[src/core/pb_seq_consts.svh]
// Purpose: constants of the push-button power sequencer
// Assumes: 200 MHz device clock
// Notes:   times in ms, cycle counts derived from them
`ifndef PB_SEQ_CONSTS_SVH
`define PB_SEQ_CONSTS_SVH

// -----
// timing
// -----
`define CLOCK_HZ           200000000
`define PRESS_TIME_MS      130
`define RESET_TIMEOUT_MS   130
`define HOLD_WINDOW_MS     260
`define PRESS_CYCLES       (`PRESS_TIME_MS * (`CLOCK_HZ / 1000))
`define RESET_TIMEOUT_CYC  (`RESET_TIMEOUT_MS * (`CLOCK_HZ / 1000))
`define HOLD_WINDOW_CYC    (`HOLD_WINDOW_MS * (`CLOCK_HZ / 1000))

// -----
// serial port
// -----
`define SLAVE_ADDR         7'h5B

// -----
// register map and fields
// -----
`define REG_CTRL           8'h00
`define REG_MASK           8'h01
`define REG_STATUS         8'h02
`define CTRL_RAIL6_BIT     0
`define CTRL_RAIL7_BIT     1
`define MASK_SUPPLY_BIT    0
`define MASK_FAULT_BIT     1
`define CTRL_RESET         8'h00
`define MASK_RESET         8'h00

`endif

[src/core/pb_seq_pkg.sv]
// Purpose: types of the push-button power sequencer
// Assumes: nothing
// Notes:   constants live in pb_seq_consts.svh
`default_nettype none

package pb_seq_pkg;

   typedef enum logic [2:0]
   {
      SEQ_OFF   = 3'b000,
      SEQ_RAIL1 = 3'b001,
      SEQ_RESET = 3'b010,
      SEQ_BOOT  = 3'b011,
      SEQ_ON    = 3'b100,
      SEQ_WARM  = 3'b101,
      SEQ_COLD  = 3'b110
   } seq_state_t;

   typedef enum logic [2:0]
   {
      PH_IDLE  = 3'b000,
      PH_ADDR  = 3'b001,
      PH_ACKA  = 3'b010,
      PH_REG   = 3'b011,
      PH_ACKR  = 3'b100,
      PH_WDATA = 3'b101,
      PH_ACKW  = 3'b110,
      PH_RDATA = 3'b111
   } i2c_phase_t;

   typedef struct packed
   {
      logic rail_7;
      logic rail_6;
      logic rail_5;
      logic rail_4;
      logic rail_3;
      logic rail_2;
      logic rail_1;
   } rails_t;

   typedef struct packed
   {
      logic       strobe;
      logic [7:0] addr;
      logic [7:0] data;
   } reg_write_t;

   typedef struct packed
   {
      i2c_phase_t phase;
      logic [3:0] bit_cnt;
      logic [7:0] shift;
      logic [7:0] reg_idx;
      logic       rw;
      logic       master_ack;
      logic       sda_drive;
      logic       scl_q;
      logic       sda_q;
      reg_write_t wr;
   } i2c_state_t;

   typedef struct packed
   {
      seq_state_t  state;
      logic [31:0] timer;
      logic [31:0] press_cnt;
      logic [31:0] chg_cnt;
      logic        window_mode;
      logic [7:0]  ctrl;
      logic [7:0]  mask;
      rails_t      rails;
      logic        rst_low;
      logic        pbstat_low;
      logic        irq_low;
   } seq_regs_t;

endpackage

`default_nettype wire

[src/core/pushbutton_power_sequencer.sv]
// Purpose: rail sequencing, manual reset and status pins of a power manager
// Assumes: analog comparators deliver clean synchronous levels
// Notes:   rails come out as enables, open-drain pins as value and enable
`include "pb_seq_consts.svh"
`default_nettype none

// Behaviour
// resistor-path press requests power-up, direct press is a timed manual reset
// short manual press gives warm reset, held until 130ms after release
// long manual press cycles all rails, registers back to defaults
// after a power cycle, power hold needed within 260ms
// button status pin pulled low while the button is asserted
// at startup reset held low until timeout after rail 1 is good
// manual reset drives reset low at once, until release plus timeout
// interrupt pin pulled low while any unmasked condition is present
// interrupt sources come out of reset masked, software unmasks them
// software validates interrupts against status bits
// start on resistor press, or charger plus hold within 260ms
// rail 1 first, then rails 2 and 5 with reset asserted
// reset released when timer ends with rail 1 still good
// power enable drives rails 3 and 4, hold must come before release
// no power hold at button release aborts boot, all rails off
// system stays on while hold is high, dropping hold shuts down
// dropping power enable sleeps rails 3 and 4, raising it wakes them
// option: button or hold enables rails 6, 7; rail 5 optional
// otherwise software switches rails 6 and 7 after boot
// serial slave at address 1011011x, single-byte writes and reads
// serial port up to 400kHz, msb first, every byte acknowledged
// timers count clock cycles, limits are parameters
module pushbutton_power_sequencer
   import pb_seq_pkg::*;
#(
   parameter int unsigned PRESS_CYC    = `PRESS_CYCLES,
   parameter int unsigned RST_CYC      = `RESET_TIMEOUT_CYC,
   parameter int unsigned HOLD_CYC     = `HOLD_WINDOW_CYC,
   parameter bit          HAS_RAIL5    = 1'b1,
   parameter bit          AUTO_RAIL67  = 1'b0
)
(
   input  wire logic clock,
   input  wire logic reset,
   input  wire logic button_input_n,
   input  wire logic button_direct,
   input  wire logic power_hold,
   input  wire logic power_enable_req,
   input  wire logic charger_input,
   input  wire logic rail1_output_good,
   input  wire logic supply_level_low,
   input  wire logic fault_event,
   input  wire logic scl_in,
   input  wire logic sda_in,
   output logic      sda_o,
   output logic      sda_oe_n,
   output rails_t    rails,
   output logic      reset_out_o,
   output logic      reset_out_oe_n,
   output logic      button_status_out_o,
   output logic      button_status_out_oe_n,
   output logic      interrupt_request_out_o,
   output logic      interrupt_request_out_oe_n
);

   // -----
   // timer limits
   // -----
   localparam logic [31:0] PRESS_LAST = 32'(PRESS_CYC - 1);
   localparam logic [31:0] RST_LAST   = 32'(RST_CYC - 1);
   localparam logic [31:0] HOLD_LAST  = 32'(HOLD_CYC - 1);

   seq_regs_t  r_reg;
   seq_regs_t  r_next;
   reg_write_t wr;
   logic [7:0] rd_addr;
   logic [7:0] rd_data;
   logic [7:0] status;
   logic       press_direct;
   logic       press_soft;
   logic       pressed;
   logic       core_on;
   logic       proc_on;
   logic       auto67;

   // -----
   // serial register port
   // -----
   i2c_byte_slave u_port
   (
      .clock    (clock),
      .reset    (reset),
      .scl_in   (scl_in),
      .sda_in   (sda_in),
      .sda_o    (sda_o),
      .sda_oe_n (sda_oe_n),
      .rd_data  (rd_data),
      .rd_addr  (rd_addr),
      .wr       (wr)
   );

   assign status = {1'h0, r_reg.state, power_hold, fault_event,
                    supply_level_low, rail1_output_good};

   always_comb
   begin
      unique case (rd_addr)
         `REG_CTRL:   rd_data = r_reg.ctrl;
         `REG_MASK:   rd_data = r_reg.mask;
         `REG_STATUS: rd_data = status;
         default:     rd_data = 8'h00;
      endcase
   end

   // -----
   // button decoding
   // -----
   // front end tells the press paths apart
   assign pressed      = ~button_input_n;
   assign press_direct = pressed & button_direct;
   assign press_soft   = pressed & ~button_direct;

   // -----
   // sequencer
   // -----
   always_comb
   begin
      r_next = r_reg;

      if (wr.strobe)
      begin
         if (wr.addr == `REG_CTRL)
            r_next.ctrl = wr.data;
         else if (wr.addr == `REG_MASK)
            r_next.mask = wr.data;
      end

      // charger window: hold must follow a valid charger within the limit
      if (!charger_input)
         r_next.chg_cnt = 32'h00000000;
      else if (r_reg.chg_cnt <= HOLD_LAST)
         r_next.chg_cnt = r_reg.chg_cnt + 32'h00000001;

      unique case (r_reg.state)
         SEQ_OFF:
         begin
            r_next.timer = 32'h00000000;
            if (press_soft)
            begin
               r_next.state = SEQ_RAIL1;
               r_next.window_mode = 1'h0;
            end
            else if (charger_input && power_hold && r_reg.chg_cnt <= HOLD_LAST)
            begin
               r_next.state = SEQ_RAIL1;
               r_next.window_mode = 1'h1;
            end
         end

         SEQ_RAIL1:
         begin
            r_next.timer = 32'h00000000;
            if (rail1_output_good)
               r_next.state = SEQ_RESET;
         end

         SEQ_RESET:
         begin
            // a dip of rail 1 restarts the timeout
            if (!rail1_output_good)
               r_next.timer = 32'h00000000;
            else if (r_reg.timer >= RST_LAST)
            begin
               r_next.state = SEQ_BOOT;
               r_next.timer = 32'h00000000;
            end
            else
               r_next.timer = r_reg.timer + 32'h00000001;
         end

         SEQ_BOOT:
         begin
            r_next.timer = r_reg.timer + 32'h00000001;
            if (power_hold)
               r_next.state = SEQ_ON;
            else if (r_reg.window_mode && r_reg.timer >= HOLD_LAST)
               r_next.state = SEQ_OFF;
            else if (!r_reg.window_mode && !pressed)
               r_next.state = SEQ_OFF;
         end

         SEQ_ON:
         begin
            r_next.timer = 32'h00000000;
            r_next.press_cnt = 32'h00000000;
            if (!power_hold)
               r_next.state = SEQ_OFF;
            else if (press_direct)
               r_next.state = SEQ_WARM;
         end

         SEQ_WARM:
         begin
            if (pressed)
            begin
               r_next.timer = 32'h00000000;
               r_next.press_cnt = r_reg.press_cnt + 32'h00000001;
               if (r_reg.press_cnt >= PRESS_LAST)
               begin
                  r_next.state = SEQ_COLD;
                  r_next.ctrl = `CTRL_RESET;
                  r_next.mask = `MASK_RESET;
               end
            end
            else if (r_reg.timer >= RST_LAST)
               r_next.state = power_hold ? SEQ_ON : SEQ_OFF;
            else
               r_next.timer = r_reg.timer + 32'h00000001;
         end

         SEQ_COLD:
         begin
            r_next.timer = 32'h00000000;
            r_next.ctrl = `CTRL_RESET;
            r_next.mask = `MASK_RESET;
            if (!pressed)
            begin
               r_next.state = SEQ_RAIL1;
               r_next.window_mode = 1'h1;
            end
         end

         default:
            r_next.state = SEQ_OFF;
      endcase

      // -----
      // rail enables and pins
      // -----
      core_on = r_next.state == SEQ_RESET || r_next.state == SEQ_BOOT ||
                r_next.state == SEQ_ON || r_next.state == SEQ_WARM;
      proc_on = r_next.state == SEQ_BOOT || r_next.state == SEQ_ON ||
                r_next.state == SEQ_WARM;
      auto67  = pressed | power_hold;

      r_next.rails.rail_1 = core_on || r_next.state == SEQ_RAIL1;
      r_next.rails.rail_2 = core_on;
      r_next.rails.rail_5 = core_on & HAS_RAIL5;
      r_next.rails.rail_3 = proc_on & power_enable_req;
      r_next.rails.rail_4 = proc_on & power_enable_req;
      if (AUTO_RAIL67)
      begin
         r_next.rails.rail_6 = r_next.rails.rail_1 & auto67;
         r_next.rails.rail_7 = r_next.rails.rail_1 & auto67;
      end
      else
      begin
         // software switches them once the processor has booted
         r_next.rails.rail_6 = proc_on & r_next.ctrl[`CTRL_RAIL6_BIT];
         r_next.rails.rail_7 = proc_on & r_next.ctrl[`CTRL_RAIL7_BIT];
      end

      // reset low whenever the processor is not allowed to run
      r_next.rst_low = !(r_next.state == SEQ_BOOT || r_next.state == SEQ_ON);

      r_next.pbstat_low = pressed;

      r_next.irq_low = (supply_level_low & r_next.mask[`MASK_SUPPLY_BIT]) |
                       (fault_event & r_next.mask[`MASK_FAULT_BIT]);
   end

   always_ff @(posedge clock or posedge reset)
   begin
      if (reset)
      begin
         r_reg <= '{state: SEQ_OFF, ctrl: `CTRL_RESET, mask: `MASK_RESET,
                    rst_low: 1'h1, default: '0};
      end
      else
      begin
         r_reg <= r_next;
      end
   end

   // -----
   // outputs
   // -----
   // open-drain: pull low only, enable active low
   assign rails                      = r_reg.rails;
   assign reset_out_o                = 1'h0;
   assign reset_out_oe_n             = ~r_reg.rst_low;
   assign button_status_out_o        = 1'h0;
   assign button_status_out_oe_n     = ~r_reg.pbstat_low;
   assign interrupt_request_out_o    = 1'h0;
   assign interrupt_request_out_oe_n = ~r_reg.irq_low;

endmodule

`default_nettype wire

[src/core/i2c_byte_slave.sv]
// Purpose: byte-wide serial register slave, write-byte and read-byte
// Assumes: scl_in and sda_in already synchronous to clock
// Notes:   one data byte per transfer, later bytes get no ack
`include "pb_seq_consts.svh"
`default_nettype none

module i2c_byte_slave
   import pb_seq_pkg::*;
(
   input  wire logic       clock,
   input  wire logic       reset,
   input  wire logic       scl_in,
   input  wire logic       sda_in,
   output logic            sda_o,
   output logic            sda_oe_n,
   input  wire logic [7:0] rd_data,
   output logic [7:0]      rd_addr,
   output reg_write_t      wr
);

   i2c_state_t r_reg;
   i2c_state_t r_next;
   logic       scl_rise;
   logic       scl_fall;
   logic       start_cond;
   logic       stop_cond;

   assign scl_rise   = scl_in & ~r_reg.scl_q;
   assign scl_fall   = ~scl_in & r_reg.scl_q;
   assign start_cond = scl_in & r_reg.scl_q & r_reg.sda_q & ~sda_in;
   assign stop_cond  = scl_in & r_reg.scl_q & ~r_reg.sda_q & sda_in;

   // -----
   // protocol engine
   // -----
   always_comb
   begin
      r_next = r_reg;
      r_next.scl_q = scl_in;
      r_next.sda_q = sda_in;
      r_next.wr.strobe = 1'h0;
      if (start_cond)
      begin
         r_next.phase = PH_ADDR;
         r_next.bit_cnt = 4'h0;
         r_next.sda_drive = 1'h0;
      end
      else if (stop_cond)
      begin
         r_next.phase = PH_IDLE;
         r_next.sda_drive = 1'h0;
      end
      else if (scl_rise)
      begin
         if (r_reg.phase == PH_ADDR || r_reg.phase == PH_REG || r_reg.phase == PH_WDATA)
         begin
            r_next.shift = {r_reg.shift[6:0], sda_in};
            r_next.bit_cnt = r_reg.bit_cnt + 4'h1;
         end
         else if (r_reg.phase == PH_RDATA && r_reg.bit_cnt == 4'h8)
            r_next.master_ack = ~sda_in;
      end
      else if (scl_fall)
      begin
         unique case (r_reg.phase)
            PH_IDLE:
               r_next.sda_drive = 1'h0;
            PH_ADDR:
               if (r_reg.bit_cnt == 4'h8)
               begin
                  if (r_reg.shift[7:1] == `SLAVE_ADDR)
                  begin
                     r_next.phase = PH_ACKA;
                     r_next.rw = r_reg.shift[0];
                     r_next.sda_drive = 1'h1;
                  end
                  else
                     r_next.phase = PH_IDLE;
               end
            PH_ACKA:
               if (r_reg.rw)
               begin
                  r_next.phase = PH_RDATA;
                  r_next.sda_drive = ~rd_data[7];
                  r_next.shift = {rd_data[6:0], 1'h0};
                  r_next.bit_cnt = 4'h1;
               end
               else
               begin
                  r_next.phase = PH_REG;
                  r_next.sda_drive = 1'h0;
                  r_next.bit_cnt = 4'h0;
               end
            PH_REG:
               if (r_reg.bit_cnt == 4'h8)
               begin
                  r_next.reg_idx = r_reg.shift;
                  r_next.phase = PH_ACKR;
                  r_next.sda_drive = 1'h1;
               end
            PH_ACKR:
            begin
               r_next.phase = PH_WDATA;
               r_next.sda_drive = 1'h0;
               r_next.bit_cnt = 4'h0;
            end
            PH_WDATA:
               if (r_reg.bit_cnt == 4'h8)
               begin
                  r_next.wr.strobe = 1'h1;
                  r_next.wr.addr = r_reg.reg_idx;
                  r_next.wr.data = r_reg.shift;
                  r_next.phase = PH_ACKW;
                  r_next.sda_drive = 1'h1;
               end
            PH_ACKW:
            begin
               r_next.phase = PH_IDLE;
               r_next.sda_drive = 1'h0;
            end
            PH_RDATA:
               if (r_reg.bit_cnt == 4'h8)
               begin
                  // free the line for the master's ack
                  r_next.sda_drive = 1'h0;
                  r_next.bit_cnt = 4'h9;
               end
               else if (r_reg.bit_cnt == 4'h9)
                  r_next.phase = PH_IDLE;
               else
               begin
                  r_next.sda_drive = ~r_reg.shift[7];
                  r_next.shift = {r_reg.shift[6:0], 1'h0};
                  r_next.bit_cnt = r_reg.bit_cnt + 4'h1;
               end
         endcase
      end
   end

   always_ff @(posedge clock or posedge reset)
   begin
      if (reset)
      begin
         r_reg <= '{phase: PH_IDLE, scl_q: 1'h1, sda_q: 1'h1, default: '0};
      end
      else
      begin
         r_reg <= r_next;
      end
   end

   assign sda_o    = 1'h0;
   assign sda_oe_n = ~r_reg.sda_drive;
   assign rd_addr  = r_reg.reg_idx;
   assign wr       = r_reg.wr;

endmodule

`default_nettype wire

[config.mk]
export PLATFORM = sky130hd
export DESIGN_NAME = pushbutton_power_sequencer
export DESIGN_NICKNAME = d
export VERILOG_FILES = /design/src/core/pb_seq_pkg.sv /design/src/core/pushbutton_power_sequencer.sv /design/src/core/i2c_byte_slave.sv
export VERILOG_INCLUDE_DIRS = /design/src /design/src/core
export SDC_FILE = /design/constraint.sdc
export NUM_CORES = 1
export LEC_CHECK = 0
export BUFFER_PORTS_ARGS = -buffer_cell sky130_fd_sc_hd__buf_2
export CAP_MARGIN = 0
export CELL_PAD_IN_SITES_DETAIL_PLACEMENT = 1
export CELL_PAD_IN_SITES_GLOBAL_PLACEMENT = 1
export CORE_MARGIN = 5
export CORE_UTILIZATION = 40
export DETAILED_ROUTE_END_ITERATION = 8
export PLACE_DENSITY = 0.73
export RECOVER_POWER = 50
export SLEW_MARGIN = 20
export SYNTH_ARGS = -nofsm -noshare
export SYNTH_HDL_FRONTEND = slang
export SYNTH_SLANG_ARGS = --single-unit
[constraint.sdc]
create_clock -name clock -period 5 [get_ports clock]
set_input_delay 0.75 -clock clock [delete_from_list [all_inputs] [get_ports clock]]
set_output_delay 0.75 -clock clock [all_outputs]
set_load 0.01 [all_outputs]
# After elaboration in Yosys (flattened, before gate mapping)
# Index checks and enable logic that the tools add are counted.
[totals]
inputBits = 12
out_inout_bits = 15
regBits = 169
[classes]
n_bitwise = 31
n_addsub = 4
order_cmp = 4
muxes = 83
n_eq_ne = 45
reduce_logical = 42
[op_table]
columns = ["op", "count"]
rows = [
  ["$mux W32", 6],
  ["$pmux W32 S4", 1],
  ["$mux W17", 6],
  ["$add A32 B1 Y32 const B", 3],
  ["$ge A32 B25 Y1 const B", 2],
  ["$pmux W32 S2", 1],
  ["$mux W3", 21],
  ["$mux W8", 7],
  ["$mux W16", 3],
  ["$pmux W3 S7", 2],
  ["$mux W12", 3],
  ["$mux W35", 1],
  ["$ge A32 B26 Y1 const B", 1],
  ["$le A32 B26 Y1 const B", 1],
  ["$pmux W16 S2", 1],
  ["$eq A3 B3 Y1 const B", 9],
  ["$mux W24", 1],
  ["$ne A4 B2 Y1 const B", 6],
  ["$pmux W8 S3", 1],
  ["$mux W22", 1],
  ["$mux W1", 19],
  ["$eq A3 B2 Y1 const B", 6],
  ["$reduce_and A6 Y1", 3],
  ["$eq A8 B1 Y1 const B", 2],
  ["41 further kinds", 102],
]

# Depth between registers and ports, before layout
# Gate-level depths: netlist (run 1).
[logic_depth]
word_depth = 11
ltp_mapped = 10

# By module
# Synthesis (run 1) repeated with hierarchy kept, for this count alone.
[hier_totals]
cells_unflattened = 989
hier_area_um2 = 9412.8
[modules_own_cells]
columns = ["module", "instances", "seq_area_each_um2", "cells_per_inst", "area_per_inst_um2"]
rows = [
  ["pushbutton_power_sequencer", 1, 3104.2, 744, 6826.5],
  ["i2c_byte_slave", 1, 1103.6, 245, 2586.2],
]

# Least setup slack after synthesis (run 1)
# OpenSTA, ideal clock, no wires.
[synth_path]
path_kind = "input to register"
start = "in scl_in"
end = "reg u_port.r_reg, in the netlist u_port.wr[0]"
t_arrival_ps = 2364
setup_slack_ps = 2511
t_required_ps = 4875
stages = 5
setup_time_ps = 125
cell_sequence = "nand2b_1 or3_1 nor3b_2 buf_2 mux2_2"
[synth_between]
elab_chain_len = 5
[synth_lines]
columns = ["element", "line_no", "text"]
rows = [
  ["from (decl)", "pushbutton_power_sequencer.sv:50", "input wire logic scl_in,"],
  ["$and A1 B1 Y1", "i2c_byte_slave.sv:30, i2c_byte_slave.sv:31", ""],
  ["$and A1 B1 Y1, on equally long branches (2 in a row)", "i2c_byte_slave.sv:30, i2c_byte_slave.sv:31", ""],
  ["$not A1 Y1 (no line)", "--", ""],
  ["$reduce_and A6 Y1 (no line) *", "--", ""],
  ["to (signal assigned)", "i2c_byte_slave.sv:148", "r_reg <= r_next;"],
  ["to (decl)", "i2c_byte_slave.sv:21", "i2c_state_t r_reg;"],
]
# Mark *: on every way between the ends. The rest lies on a longest branch, timed or not.
# A chain may end at the register's enable or synchronous reset.

# Final worst setup path (run 1)
[layout_path]
start = "reg r_reg[91] (netlist name)"
end = "reg r_reg[115] (netlist name)"
[layout_between]
elab_chain_len = 4
[layout_lines]
columns = ["element", "line_no", "text"]
rows = [
  ["from (decl)", "pushbutton_power_sequencer.sv:70", "seq_regs_t r_reg;"],
  ["from (signal assigned)", "pushbutton_power_sequencer.sv:273", "r_reg <= '{state: SEQ_OFF, ctrl: `CTRL_RESET, mask: `MASK_RESET,"],
  ["from (signal assigned)", "pushbutton_power_sequencer.sv:278", "r_reg <= r_next;"],
  ["$add A32 B1 Y32 / $ge A32 B25 Y1 (equally long branches)", "--", ""],
  ["$mux W32, on equally long branches", "pushbutton_power_sequencer.sv:212, pushbutton_power_sequencer.sv:169", ""],
  ["$mux W35 / $mux W32 (equally long branches)", "pushbutton_power_sequencer.sv:201, pushbutton_power_sequencer.sv:167", ""],
  ["$pmux W32 S4", "pushbutton_power_sequencer.sv:141", "unique case (r_reg.state)"],
]
# Several ways; a longest one is shown, not always the timed one. The select of a mux whose other input is x is not followed.

==> results of run 1 <==
-- layout make-up --
cell class	instances	share of cell area, %
tap	280	3.57
clock buffer	19	4.61
multi-input combinational	689	44.8
sequential	168	42.8
timing repair buffer	30	1.67
inverter	28	1.11
clock inverter	13	1.46
-- worst register-to-register path: cells and delay by family (launching register included) --
family                   cells  cell delay (ns)
AO/OA/AOI/OAI                3             0.69
adder cells (fa/ha/maj)      1             0.28
buffers and inverters        1             0.34
AND/OR/NAND/NOR              4             1.30
flip-flops                   1             0.40
-- power by group --
| part | switching, mW | internal, mW |
|---|---|---|
| sequential | 0.211 | 1.52 |
| clock | 0.582 | 0.768 |
| combinational | 0.492 | 0.306 |
-- per-layer routing --
metal | global-route usage, % | vias up | part of all wire (%)
li1 | - | 3343 | -
met1 | 23.0 | 3538 | 47
met2 | 30.1 | 44 | 50
met3 | 3.26 | 11 | 1.7
met4 | 3.20 | 0 | 0.77
met5 | 0 | - | 0
-- stage by stage --
stage	instance area [sq um]	setup WS, ns	util, %
floorplan	8970	2.11	-
global placement	9250	1.99	42.1
detailed placement	9250	1.83	42.1
CTS	9840	1.82	44.8
global route	9830	1.66	44.8
finish	9830	1.83	44.8
-- placed cells by master, fill, tap and decap left out, types with 13 or more instances in the layout --
cell type	netlist	routed
dfrtp_1	165	165
nor2_1	96	95
o21ai_0	67	67
nand2_1	58	58
nand3_1	44	44
a21oi_1	33	32
inv_1	28	27
mux2_2	27	27
mux2i_1	25	25
o31ai_1	23	23
nor3_1	22	22
nor2b_1	21	21
xor2_1	21	21
and2_1	25	20
xnor2_1	20	20
or3_1	19	19
a21boi_0	17	17
clkbuf_16	0	17
buf_2	6	17
nand4_1	16	16
and3_1	15	15
nor4_1	13	13
nand2b_1	13	13
-- how the worst min path moves through the flow --
| stage | start | end | slack, ns | depth (start not counted) |
|---|---|---|---|---|
| after floorplan | r_reg[122] | r_reg[122] | 0.45 | 1 |
| after global placement | r_reg[58] | r_reg[58] | 0.46 | 1 |
| after detailed placement | r_reg[56] | r_reg[56] | 0.48 | 1 |
| after CTS | sda_in | u_port.r_reg[17] | 0.44 | 1 |
| after global routing | sda_in | u_port.r_reg[17] | 0.47 | 1 |
| final | sda_in | u_port.r_reg[17] | 0.47 | 1 |
-- kinds of logic after synthesis --
family                   count (synthesis)  share of synthesized area [%]
AO/OA/AOI/OAI                          202                           14.6
XOR/XNOR                                41                           4.01
adder cells (fa/ha/maj)                  6                          0.839
buffers and inverters                   83                           4.19
flip-flops                             168                           47.0
multiplexers                            52                           6.19
other                                    1                         0.0419
AND/OR/NAND/NOR                        384                           23.1
==> metrics, run 1 <==
chip width=160 um; worst path cell trace=ha_1, nand4_2, o21ai_0, nand4_1, nor4b_2, o31ai_4, buf_4, or2_2, o21ai_0; Pleak=4.22 nW; final wirelength=21,600 um; FFs w/ async S/R, synth=100%; Tot Pwr=between 3 and 4 mW; CTS max path bufs=2; top-count cell post-synth=dfrtp_1; Crit path depth=9; floorplan row count=54; I/O pin total=27; crit path from=r_reg[91]; DR DRC count=0; clk root buf=clkbuf_16; slowest stage delay, CP=0.61 ns; RSZ-0062 raised after global routing=false; core area=22,000 sq um; EDFF count, synth=0; total grt overflow=0; WP buf/inv=1; HP Class=input port to flop; Post-Place Cells=1,195; post-synth cell types=74; synth top area cells=dfrtp_1 46%, nor2_1 4.0%, o21ai_0 3.7%; critical path's top delay family=simple AND/OR/NAND/NOR gates; initial antenna violation count=0; fin crit share=between 60% and 70%; R2R setup slack=1.83 ns; ANT nets after route=0; Slew @ Worst Pin=about 2.3 ns; final worst clock skew=0.00881 ns; RePlAce Congestion=0.765; CTS tree=built; post-cts sizing count=0; via count=6,936; Synth Cell Area=between 8000 and 9000 sq um; Worst-Skew Late Latency=0.43 ns; Syn Inst Count=937; Slew Limit Headroom=-56.7%; PortBufs=22; DRT iter0 DRCs=about 310; register area share after synthesis=47.0%; RR Startpoint=r_reg[91]; Crit Path Class=flop to flop; Slew Limit Fails=169; most frequent cell on the critical path=o21ai_0; end of the critical path=r_reg[115]; CP Capture Type=flop; Die Span Y=160 um; Max FO, Critical Path=35; multi-input logic area=4400 sq um; die area=~25,000 sq um; Primary FF master, synth=dfrtp_1; average size of a mapped cell=9.55 sq um; Max Cap Viol=1; CP arrival=3.44 ns; n_diodes=0; register area=4210 sq um; HPWL Detailed=14,100 um; Sink Count=168; Initial Utilization=between 40% and 50%; FF-to-FF End=r_reg[115]; post-CTS setup buffers=0; Max Freq=0.316 GHz; hold slack=0.473 ns; largest net degree at the start of global routing=approximately 170; setup tns final=0 ns; Worst Path Required=5.27 ns; final setup fails=0; Yosys reg bits=roughly 170; Num CTS Buffers=17; Max VDD drop=just under 0.0002 V; Final nets=roughly 950; commonest cells in the synthesized netlist=165 x dfrtp_1, 96 x nor2_1, 67 x o21ai_0; Fin. Hold Viols=0; Routed WL per cell=about 18 um; pwr dens=395 nW/um^2; iteration count of the initial detailed-routing pass=5; Synth top area share=46.1%; Clock transition at path regs=0.07 ns; GRT Util Overall=roughly 17%; CP Launch Type=flop; slowest cell on the critical path=or2_2; vias in the first global route=7,389; hold_buf cts=0; outcome=finished, violations left; Syn. warnings=0; Reg2Reg Depth=9; global-route wire length before repair=between 30,000 and 40,000 um; Area Overhead vs Synth=9.77%; post-synth top area cell=dfrtp_1; failing checks=capacitance limit, slew limit; # fillers=2,463; post-layout min period=between 3 and 4 ns; max reg flops=119; H-tree Lvls=4; Post-Layout Cell Count=1,227; Vias per Instance=5.65; layout cell share with drive strength beyond 1=a little under an eighth
Power figures use the tool's default switching activity.
==> run 2: changes to the inputs <==
--- a/config.mk
+++ b/config.mk
@@ -13,7 +13,7 @@
 export CORE_MARGIN = 5
 export CORE_UTILIZATION = 40
 export DETAILED_ROUTE_END_ITERATION = 8
-export PLACE_DENSITY = 0.73
+export PLACE_DENSITY = 0.7
 export RECOVER_POWER = 50
 export SLEW_MARGIN = 20
 export SYNTH_ARGS = -nofsm -noshare
==> constraint.sdc (replaced) <==
create_clock -name clock -period 3 [get_ports clock]
set_input_delay 0.45 -clock clock [delete_from_list [all_inputs] [get_ports clock]]
set_output_delay 0.45 -clock clock [all_outputs]
set_load 0.01 [all_outputs]
==> run 2 against run 1 <==
  * The flow still finishes with violations (capacitance limit, slew limit)
  * Via count is 0.37% higher
  * Cell count grew 0.98%
  * Clock power increased by 60%
  * Sequential cell count unchanged
  * Worst hold slack worse by 0.36 ns
  * Register-to-register slack lost 1.5 ns
  * Utilization grew 0.39 points
  * Combinational power up 77%
  * Critical endpoint is now r_reg[108]
  * Largest cell class unchanged
==> metrics, run 2 (synthesis results as in run 1) <==
outcome=finished, violations left; failing checks=capacitance limit, slew limit; DR DRC count=0; Area Overhead vs Synth=10.7%; Reg2Reg Depth=8; via count=6,962; Max VDD drop=0.000433 V; Final nets=967; final setup fails=0; Max FO, Critical Path=28; CP Capture Type=flop; I/O pin total=27; RSZ-0062 raised after global routing=false; DRT iter0 DRCs=302; Crit Path Class=flop to flop; Die Span Y=160 um; Post-Place Cells=1,210; total grt overflow=0; CTS tree=built; Max Freq=between 0.3 and 0.4 GHz; iteration count of the initial detailed-routing pass=4; Tot Pwr=roughly 6.4 mW; commonest cells after routing, fill and taps aside=165 x dfrtp_1, 95 x nor2_1, 67 x o21ai_0; H-tree Lvls=4; CP Launch Type=flop; vias in the first global route=7,398; worst slack at placement=0.186 ns; Worst Path Required=3.30 ns; largest net degree at the start of global routing=111; post-CTS setup buffers=0; post-cts sizing count=0; Clock transition at path regs=around 0.06 ns; HP Class=input port to asynchronous set/reset pin; hold slack=0.114 ns; setup tns final=0 ns; Slew Limit Fails=111; Sink Count=between 150 and 200; Pleak=4.29 nW; Placement Cell Area=around 9400 sq um; fin crit share=about nine tenths; die area=25,500 sq um; Core Util, Final=between 40% and 50%; layout cell share with drive strength beyond 1=12.9%; Num CTS Buffers=17; initial antenna violation count=0; RePlAce Congestion=0.770; final worst clock skew=0.0122 ns; hold_buf cts=0; R2R setup slack=approximately 0.32 ns; post-layout min period=roughly 2.7 ns; ANT nets after route=0; n_diodes=0; final wirelength=21,700 um; Final Instance Area=9910 sq um; GRT Util Overall=17.8%; clk root buf=clkbuf_16; Max Cap Viol=1; Worst-Skew Late Latency=0.43 ns; global-route wire length before repair=38,100 um; Slew @ Worst Pin=1.53 ns; max reg flops=roughly 120; Slew Limit Headroom=-1.83%; most common cell after layout, fill and taps aside=dfrtp_1; HPWL Detailed=14,800 um; floorplan row count=54; fin worst setup slack=0.321 ns; Routed WL per cell=17.5 um; Initial Utilization=40.8%; chip width=160 um; Post-Layout Cell Count=roughly 1,200; Fin. Hold Viols=0; PortBufs=22; pwr dens=approximately 650 nW/um^2; CP arrival=2.98 ns; Vias per Instance=5.62; core area=22,000 sq um; CTS max path bufs=2
==> run 2: cell count changes in the layout (fill, tap and decap cells not counted) <==
cell	delta
clkbuf_2	+1
buf_4	+14
nor4b_2	-1
o21ai_1	+1
clkbuf_8	+1
clkinv_4	-3
o21ai_2	-1
buf_2	+1
clkinvlp_2	+1
inv_6	-3
nor4b_4	+1
==> run 2: path summary, 6_finish.rpt <==
kind,start,end
setup / recovery,r_reg[91],r_reg[108]
hold / removal,reset,r_reg[49]
setup reg to reg,r_reg[91],r_reg[108]
hold reg to reg,r_reg[58],r_reg[58]
max in group asynchronous,reset,r_reg[97]
min in group clock,sda_in,u_port.r_reg[17]
==> run 2: cell type report <==
class | count | area [sq um]
multi-input cells | 689 | 4400
fillers | 2497 | 12000
clock inverters | 8 | 98.8
clock buffers | 21 | 470
inverters | 28 | 106
well taps | 280 | 350
flip-flops and latches | 168 | 4210
repair buffers | 45 | 275
==> run 2: per-layer routing <==
layer	GRT usage, %	vias up	wire (um)
met5	0	-	0
met4	3.59	0	172
met3	3.31	16	406
met2	29.5	45	10400
met1	24.6	3534	10700
li1	-	3367	-
==> run 2: worst max-delay path, stage by stage (launching register included) <==
cell and delay, ns:
dfrtp_1 0.41, ha_1 0.28, nand4_2 0.19, o21ai_0 0.11, nand4_1 0.15, nor4b_4 0.38, o31ai_4 0.08, or2_2 0.56
o31ai_1 0.39
==> run 2: power by group <==
group	switching [mW]	internal [mW]	total, mW
registers	0.309	2.54	2.85
clock network	0.887	1.28	2.16
logic	0.866	0.540	1.41
total	2.06	4.36	6.42
